**src/verilog/pie_pkg.sv**
```systemverilog
// constants, source table and state type of the interrupt expansion block
package pie_pkg;

  // ==========================================================
  // register byte offsets on the wishbone slave
  localparam logic [7:0] A_PEND = 8'h00;
  localparam logic [7:0] A_MASK = 8'h04;
  localparam logic [7:0] A_VEC5 = 8'h08;
  localparam logic [7:0] A_VEC6 = 8'h0c;
  localparam logic [7:0] A_SWI  = 8'h10;

  // ==========================================================
  // pending bit positions of each source
  localparam logic [3:0] BIT_SPI  = 4'h7;
  localparam logic [3:0] BIT_RX   = 4'h8;
  localparam logic [3:0] BIT_TX   = 4'h9;
  localparam logic [3:0] BIT_MBX  = 4'ha;
  localparam logic [3:0] BIT_BERR = 4'hb;
  localparam logic [3:0] BIT_ADC  = 4'hc;
  localparam logic [3:0] BIT_EXT1 = 4'hd;
  localparam logic [3:0] BIT_EXT2 = 4'he;

  // ==========================================================
  // peripheral vector codes
  localparam logic [15:0] CODE_SPI     = 16'h0005;
  localparam logic [15:0] CODE_RX      = 16'h0006;
  localparam logic [15:0] CODE_TX      = 16'h0007;
  localparam logic [15:0] CODE_MBX     = 16'h0040;
  localparam logic [15:0] CODE_BERR    = 16'h0041;
  localparam logic [15:0] CODE_ADC     = 16'h0004;
  localparam logic [15:0] CODE_EXT1    = 16'h0001;
  localparam logic [15:0] CODE_EXT2    = 16'h0011;
  localparam logic [15:0] CODE_PHANTOM = 16'h0000;

  // ==========================================================
  // source table, listed in overall priority order (first wins)
  localparam int NSRC = 8;
  localparam logic [3:0] SRC_BIT [NSRC] = '{BIT_SPI, BIT_RX, BIT_TX,
    BIT_MBX, BIT_BERR, BIT_ADC, BIT_EXT1, BIT_EXT2};
  localparam logic [15:0] SRC_CODE [NSRC] = '{CODE_SPI, CODE_RX, CODE_TX,
    CODE_MBX, CODE_BERR, CODE_ADC, CODE_EXT1, CODE_EXT2};

  // ==========================================================
  // core level grouping and core vector addresses
  localparam logic [15:0] LVL5_SET  = 16'h1f80;
  localparam logic [15:0] LVL6_SET  = 16'h6000;
  localparam logic [15:0] SRC_SET   = 16'h7f80;
  localparam logic [15:0] CORE_VEC5 = 16'h000a;
  localparam logic [15:0] CORE_VEC6 = 16'h000c;

  // ==========================================================
  // software-only core interrupt numbers and their vectors
  localparam logic [4:0] SWI_FIRST = 5'h14;
  localparam logic [4:0] SWI_LAST  = 5'h1f;
  localparam logic [7:0] SWI_BASE  = 8'h28;
  localparam logic [7:0] SWI_TOP   = 8'h3f;

  // ==========================================================
  // reset values
  localparam logic [15:0] PEND_RST = 16'h0000;
  localparam logic [15:0] MASK_RST = 16'h0000;
  localparam logic [31:0] DAT_RST  = 32'h0000_0000;
  localparam logic [7:0]  SWA_RST  = 8'h00;

  // ==========================================================
  // whole state of the block
  typedef struct packed {
    logic        ack;
    logic [31:0] dat;
    logic [15:0] pend;
    logic [15:0] mask;
    logic        irq;
    logic        lv5;
    logic        lv6;
    logic        swt;
    logic [7:0]  swa;
  } pie_state_t;

endpackage

```
**src/verilog/pie_top.sv**
```systemverilog
// peripheral interrupt expansion: pending bits, vectors, wishbone slave
//
// Contract
// - serial port request sets bit 7, code 0005h
// - async receive sets bit 8, code 0006h
// - transmit sets bit 9, code 0007h, level five
// - mailbox request sets bit 10, code 0040h
// - bus error request sets bit 11, code 0041h
// - conversion done sets bit 12, code 0004h
// - external pins set bits 13/14, level six
// - nothing pending reads phantom code 0000h
// - core numbers 20-31 map to 28h-3Fh, software only
//
// The placing of the registers and the Wishbone slave port were left to the implementer.
`timescale 1ns/10ps
`default_nettype none

module pie_top (
  input  wire logic        clk_i,
  input  wire logic        rst_i,
  input  wire logic        wb_cyc_i,
  input  wire logic        wb_stb_i,
  input  wire logic        wb_we_i,
  input  wire logic [7:0]  wb_adr_i,
  input  wire logic [3:0]  wb_sel_i,
  input  wire logic [31:0] wb_dat_i,
  output logic      [31:0] wb_dat_o,
  output logic             wb_ack_o,
  input  wire logic        serial_port_request_i,
  input  wire logic        async_receive_request_i,
  input  wire logic        async_transmit_request_i,
  input  wire logic        mailbox_request_i,
  input  wire logic        bus_error_request_i,
  input  wire logic        conversion_done_request_i,
  input  wire logic        ext_pin_one_request_i,
  input  wire logic        ext_pin_two_request_i,
  output logic             irq_o,
  output logic             core_level_five_o,
  output logic             core_level_six_o,
  output logic             sw_trig_o,
  output logic      [7:0]  sw_vec_addr_o
);

  // ==========================================================
  // state and request gathering
  pie_pkg::pie_state_t st;
  pie_pkg::pie_state_t next_st;
  logic [15:0]         req;
  logic                acc;

  // bus request taken this cycle
  assign acc = wb_cyc_i & wb_stb_i & ~st.ack;

  // map each request input onto its pending position
  always_comb begin
    req = 16'h0000;
    req[pie_pkg::BIT_SPI] = serial_port_request_i;
    req[pie_pkg::BIT_RX] = async_receive_request_i;
    req[pie_pkg::BIT_TX] = async_transmit_request_i;
    req[pie_pkg::BIT_MBX] = mailbox_request_i;
    req[pie_pkg::BIT_BERR] = bus_error_request_i;
    req[pie_pkg::BIT_ADC] = conversion_done_request_i;
    req[pie_pkg::BIT_EXT1] = ext_pin_one_request_i;
    req[pie_pkg::BIT_EXT2] = ext_pin_two_request_i;
  end

  // ==========================================================
  // vector selection per core level
  logic [15:0] live;
  logic [15:0] code5;
  logic [15:0] code6;
  logic [15:0] clr5;
  logic [15:0] clr6;

  // scan backwards so the first table entry wins
  always_comb begin
    live  = st.pend & st.mask;
    code5 = pie_pkg::CODE_PHANTOM;
    code6 = pie_pkg::CODE_PHANTOM;
    clr5  = 16'h0000;
    clr6  = 16'h0000;
    for (int i = pie_pkg::NSRC - 1; i >= 0; i--) begin
      if (live[pie_pkg::SRC_BIT[i]] &&
          pie_pkg::LVL5_SET[pie_pkg::SRC_BIT[i]]) begin
        code5 = pie_pkg::SRC_CODE[i];
        clr5  = 16'h0001 << pie_pkg::SRC_BIT[i];
      end
      if (live[pie_pkg::SRC_BIT[i]] &&
          pie_pkg::LVL6_SET[pie_pkg::SRC_BIT[i]]) begin
        code6 = pie_pkg::SRC_CODE[i];
        clr6  = 16'h0001 << pie_pkg::SRC_BIT[i];
      end
    end
  end

  // ==========================================================
  // software vector request decode
  logic [4:0] swi_num;
  logic [4:0] swi_off;
  logic       swi_ok;

  // only numbers 20 through 31 are accepted
  always_comb begin
    swi_num = wb_dat_i[4:0];
    swi_off = swi_num - pie_pkg::SWI_FIRST;
    swi_ok  = (swi_num >= pie_pkg::SWI_FIRST) &&
              (swi_num <= pie_pkg::SWI_LAST);
  end

  // ==========================================================
  // next state: bus slave, pending bits, outputs
  logic [15:0] wmask;
  logic [15:0] clr;

  always_comb begin
    next_st     = st;
    wmask       = {{8{wb_sel_i[1]}}, {8{wb_sel_i[0]}}};
    clr         = 16'h0000;
    next_st.ack = acc;
    next_st.swt = 1'h0;
    if (acc) begin
      next_st.dat = 32'h0000_0000;
      if (wb_adr_i == pie_pkg::A_PEND) begin
        next_st.dat[15:0] = st.pend;
        if (wb_we_i) begin
          clr = wb_dat_i[15:0] & wmask; // write one to clear
        end
      end else if (wb_adr_i == pie_pkg::A_MASK) begin
        next_st.dat[15:0] = st.mask;
        if (wb_we_i) begin
          next_st.mask = ((wb_dat_i[15:0] & wmask) |
                          (st.mask & ~wmask)) & pie_pkg::SRC_SET;
        end
      end else if (wb_adr_i == pie_pkg::A_VEC5) begin
        // reading the vector acknowledges that source
        next_st.dat = {pie_pkg::CORE_VEC5, code5};
        if (!wb_we_i) begin
          clr = clr5;
        end
      end else if (wb_adr_i == pie_pkg::A_VEC6) begin
        next_st.dat = {pie_pkg::CORE_VEC6, code6};
        if (!wb_we_i) begin
          clr = clr6;
        end
      end else if (wb_adr_i == pie_pkg::A_SWI) begin
        next_st.dat[7:0] = st.swa;
        // software vector address, two words each
        if (wb_we_i && wb_sel_i[0] && swi_ok) begin
          next_st.swt = 1'h1;
          next_st.swa = pie_pkg::SWI_BASE + {2'h0, swi_off, 1'h0};
        end
      end
    end
    // set wins over clear in the same cycle
    next_st.pend = ((st.pend & ~clr) | req) & pie_pkg::SRC_SET;
    // transmit and friends drive level five
    next_st.lv5 = |(next_st.pend & next_st.mask & pie_pkg::LVL5_SET);
    next_st.lv6 = |(next_st.pend & next_st.mask & pie_pkg::LVL6_SET);
    next_st.irq = |(next_st.pend & next_st.mask);
  end

  // ==========================================================
  // state register
  always_ff @(posedge clk_i) begin
    if (rst_i) begin
      st.ack  <= 1'h0;
      st.dat  <= pie_pkg::DAT_RST;
      st.pend <= pie_pkg::PEND_RST;
      st.mask <= pie_pkg::MASK_RST;
      st.irq  <= 1'h0;
      st.lv5  <= 1'h0;
      st.lv6  <= 1'h0;
      st.swt  <= 1'h0;
      st.swa  <= pie_pkg::SWA_RST;
    end else begin
      st <= next_st;
    end
  end

  // outputs straight from the state register
  assign wb_ack_o          = st.ack;
  assign wb_dat_o          = st.dat;
  assign irq_o             = st.irq;
  assign core_level_five_o = st.lv5;
  assign core_level_six_o  = st.lv6;
  assign sw_trig_o         = st.swt;
  assign sw_vec_addr_o     = st.swa;

  logic rd5;
  logic rd6;
  assign rd5 = acc && !wb_we_i && wb_adr_i == pie_pkg::A_VEC5;
  assign rd6 = acc && !wb_we_i && wb_adr_i == pie_pkg::A_VEC6;
endmodule

`default_nettype wire

```
**config.mk**
```make
export PLATFORM = sky130hd
export DESIGN_NAME = pie_top
export DESIGN_NICKNAME = d
export VERILOG_FILES = /design/src/verilog/pie_pkg.sv /design/src/verilog/pie_top.sv
export SDC_FILE = /design/constraint.sdc
export NUM_CORES = 1
export LEC_CHECK = 0
export ABC_AREA = 0
export BUFFER_PORTS_ARGS = -buffer_cell sky130_fd_sc_hd__clkbuf_2
export CORE_ASPECT_RATIO = 2
export CORE_MARGIN = 2
export CORE_UTILIZATION = 43
export CTS_CLUSTER_DIAMETER = 50
export DETAILED_ROUTE_END_ITERATION = 10
export PLACE_DENSITY = 0.83
export SLEW_MARGIN = 20
export SYNTH_ARGS = -nofsm -noshare
export SYNTH_HDL_FRONTEND = slang
export SYNTH_SLANG_ARGS = --single-unit
```
**constraint.sdc**
```tcl
create_clock -name clk_i -period 2 [get_ports clk_i]
set_input_delay 0.1 -clock clk_i [delete_from_list [all_inputs] [get_ports clk_i]]
set_output_delay 0.1 -clock clk_i [all_outputs]
set_load 0.01 [all_outputs]
```
---- Word-level counts from Yosys, hierarchy flattened ----
Cells that the tools add are included.
word-level totals
  output and inout port bits .............. 45
  logic and storage cells ................. 81
  register bits after elaboration ......... 69
operators by class
  add/sub/neg operators ................... 2
  mux-type cells .......................... 37
  bitwise gates (word level) .............. 18
  magnitude comparators ................... 2
  equal/unequal tests ..................... 4
  reductions and logical operators ........ 9
operator list
  operator             number
  $mux 15              14
  $mux 16              13
  $and 15x15->15       4
  $not 15->15          2
  $or 15x15->15        2
  $mux 13              2
  $mux 20              1
  $and 15x16->16       1
  $eq 8x4->1 const B   2
  $mux 8               2
  $reduce_or 16->1     1
  $mux 12              1
  $mux 9               1
  $eq 8x3->1 const B   1
  $eq 8x5->1 const B   1
  $logic_not 8->1      1
  $add 6x6->7 const A  1
  $not 1->1            7
  $reduce_and 7->1     1
  $reduce_or 7->1      1
  $reduce_or 6->1      1
  $ge 5x5->1 const B   1
  $le 5x5->1 const B   1
  $mux 5               1
  6 further kinds      9

---- Depth between registers and ports, before layout ----
  depth after elaboration ................. 17
  depth in mapped cells ................... 8
  mapped depth without buffers ............ 7

---- Least setup slack after synthesis ----
OpenSTA, ideal clock, no wires.
  path kind ............................... register to register
  start point ............................. register st (netlist bit wb_ack_o)
  end point ............................... register st (netlist bit irq_o)
  period minus slack after synthesis ...... 2.048 ns
  arrival ................................. 1.909 ns
  setup time .............................. 0.138 ns
  buffers on the path ..................... 1
  stages on the path, launching flop included .. 8
  path slack .............................. -0.048 ns
  cells stage by stage .................... dfxtp_1 > nand3b_1 > or4_4 > buf_6 > mux2i_1 > nor2_1 > a22oi_2 > a41oi_1
on the way
  cells in the longest elaborated chain, start to end .. 8
  elaborated cells between the ends (all ways) .. 9
  classes of those cells .................. 2 x mux; 6 x bitwise; 1 x reduce/logical
ends and longest elaborated chain
  element                 RTL line        source
  from (decl)             pie_top.sv:46   pie_pkg::pie_state_t st;
  from (signal assigned)  pie_top.sv:176  st <= next_st;
  $not 1->1 *             pie_top.sv:52   assign acc = wb_cyc_i & wb_stb_i & ~st.ack;
  $and 1x1->1 *           pie_top.sv:52
  $mux 15                 pie_top.sv:121  if (acc) begin
  $not 15->15             pie_top.sv:155  next_st.pend = ((st.pend & ~clr) | req) & pie_pkg::SRC_SET;
  $and 15x15->15          pie_top.sv:155
  $or 15x15->15           pie_top.sv:155
  $and 15x16->16 *        pie_top.sv:159  next_st.irq = |(next_st.pend & next_st.mask);
  $reduce_or 16->1 *      pie_top.sv:159
Every way passes the cells marked *; elsewhere a longest branch is shown, timed or not.
A chain may end at the register's enable or synchronous reset.

---- Worst setup path after layout ----
Ends and elaborated chain as after synthesis.

==> run metrics <==
run status completed; total power 1660 uW; share of Yosys cell area claimed by the top area cell type 37.8%; area leader, netlist dfxtp_1; pwr dens 608 nW/um^2; vias in the first global route 2045; initial core utilization 44.4%; Crit Path Category flop to flop; WL per Instance 14.8 um; fin worst setup slack 0.00832 ns; clk sinks 45; WL final 5860 um; Synth area leaders dfxtp_1 38%, buf_4 13%, mux2i_1 5.5%; Setup WS pre-CTS -0.0152 ns; Synthesis Warnings 0; Max VDD drop 453 uV; static leakage 0.00125 uW; Die Wd 56.6 um; worst skew pair latency 0.29 ns; clk_skew 0.00421 ns; Clock transition at path regs 0.08 ns; Cell variety after synth 45; fmax 502 MHz; Vias 2141; Max Slew Vio Count 0; Final setup violation count 0; Mapped Area 2380 um^2; crit end category flop; Post-synth top flop dfxtp_1; Synth Register Bits 45; Total GRT Usage 18.8%; max cap viols 0; first-pass GRT wire length 8910 um; crit path launch type flop; CTS buffer count 5; worst hold-check path type input pin to flop; Arr. time, crit path 2.15 ns; nets 395; endpoints failing hold 0; die area 6190 um^2; critical-path maximum fanout 5; hold depth 3; DP Wirelength 4580 um; RSZ-0062 raised after global routing yes; synthesis-to-finish area growth 14.7%; Crit path required time 2.16 ns; routed vias/inst 5.42; Clock Path Buffers 2; crit path time final 1.99 ns; row cnt 38; share of cells above drive strength 1 30.7%; number of diodes 0; Cells after Synth 282; largest net degree at the start of global routing 38; syn_area_per_cell 8.45 um^2; Antenna Nets Post-Route 0; Initial DRC Count 76; DR DRC count 0; # IOs 102; post-route setup TNS 0 ns; Reg2Reg Depth 7; Initial DRT Pass Iterations 4; total grt overflow 0; CTS Root Cell clkbuf_8; Async S/R FF share, synth 0%; H-tree levels 2; CTS tree built; I/O Buffers 64; Seq/Total Area, Yosys 37.8%; Die Y-Extent 109 um; period utilization 99.6%; initial antenna violation count 0; GP Congestion 0.854; number of synthesized flops with an enable pin 0; Util after Layout 50.9%; core area 5370 um^2
-- layout by cell type (no fill, tap or decap), types with 3 or more instances in the layout --
master	count
clkbuf_2	64
dfxtp_1	44
nand2_1	34
nor2_1	29
a21oi_1	18
buf_4	18
conb_1	16
mux2i_1	12
nand3_1	9
a22oi_1	9
inv_1	6
a31oi_1	6
clkbuf_8	6
nor3_1	5
nor4_2	3
and3_1	3
o21ai_0	3
nand4_1	3
nor2b_1	3
o22a_1	3
ha_1	3
-- cell usage after synthesis (3+ instances only) --
library cell / count
dfxtp_1: 45
buf_4: 40
nand2_1: 34
nor2_1: 29
a21oi_1: 18
mux2i_1: 13
nand3_1: 11
a22oi_1: 9
clkbuf_1: 8
a31oi_1: 7
inv_1: 6
nor3_1: 5
and3_1: 3
ha_1: 3
nand4_1: 3
nor2b_1: 3
nor4_2: 3
o21ai_0: 3
o22a_1: 3
-- cell families (layout without fill, tap and decap cells) --
| logic type | Yosys count | count (layout) | share of synthesized area, % |
|---|---|---|---|
| AOI/OAI and AO/OA | 53 | 53 | 15.0 |
| xor gates and xnor gates | 2 | 2 | 0.735 |
| adders and majority gates | 3 | 3 | 1.57 |
| buffers and inverters | 58 | 96 | 16.2 |
| DFF | 45 | 45 | 37.8 |
| muxes | 13 | 13 | 5.46 |
| other | 1 | 16 | 0.157 |
| and+or+nand+nor | 107 | 107 | 23.1 |
-- area by class of cell --
cell class	instances	area, um^2
inverter	6	22.5
tap	60	75.1
fill	525	2640
multi-input combinational	194	1180
sequential	45	902
timing repair buffer	83	467
clock buffer	7	86.3
-- state kept, by name, indices dropped and copies added, names as in the netlist --
name and cells:
core_level_five_o 1, core_level_six_o 1, irq_o 1, st 16, sw_trig_o 1, sw_vec_addr_o 6
wb_ack_o 1, wb_dat_o 18
-- timing repair --
item                                    4_1_cts  5_1_grt
gates resized for setup                       0        8
endpoints found under the setup margin        0        8
buffers inserted                              0        1
hold buffers                                  0        0
-- where the power goes --
group / switching, uW / leakage, uW / internal, uW
sequential: 13.9 / 0.000366 / 913
combinational: 110 / 0.000842 / 73.6
clock: 277 / 0.0000443 / 274
-- metal layers --
layer	global-route usage, %	vias to the layer above	wire length, um
met2	37.8	84	3350
met1	17.3	999	2060
met4	10.4	0	178
li1	-	1045	-
met3	2.47	13	280
met5	0	-	0
-- per-stage QoR --
stage / instance area (um^2) / hold slack [ns] / std cells
final: 2730 / 0.0435 / 395
after global routing: 2730 / 0.0509 / 395
after CTS: 2690 / 0.0405 / 394
after detailed placement: 2610 / 0.338 / 387
after global placement: 2610 / 0.325 / 387
after floorplan: 2440 / 0.228 / 297
-- worst max-delay path: stages, from the launching register on --
cell and delay, ns:
dfxtp_2 0.32, nand3b_1 0.30, buf_6 0.23, nor3_4 0.22, nand4_1 0.17, a31oi_2 0.27, o22a_1 0.24, a41oi_1 0.12
-- path summary, 6_finish.rpt --
path | start | to | slack, ns
setup / recovery | wb_ack_o | irq_o | 0.008
hold / removal | async_receive_request_i | st[36] | 0.04
setup reg to reg | wb_ack_o | irq_o | 0.008
hold reg to reg | wb_dat_o[19] | wb_dat_o[19] | 0.46
Power figures use the tool's default switching activity.
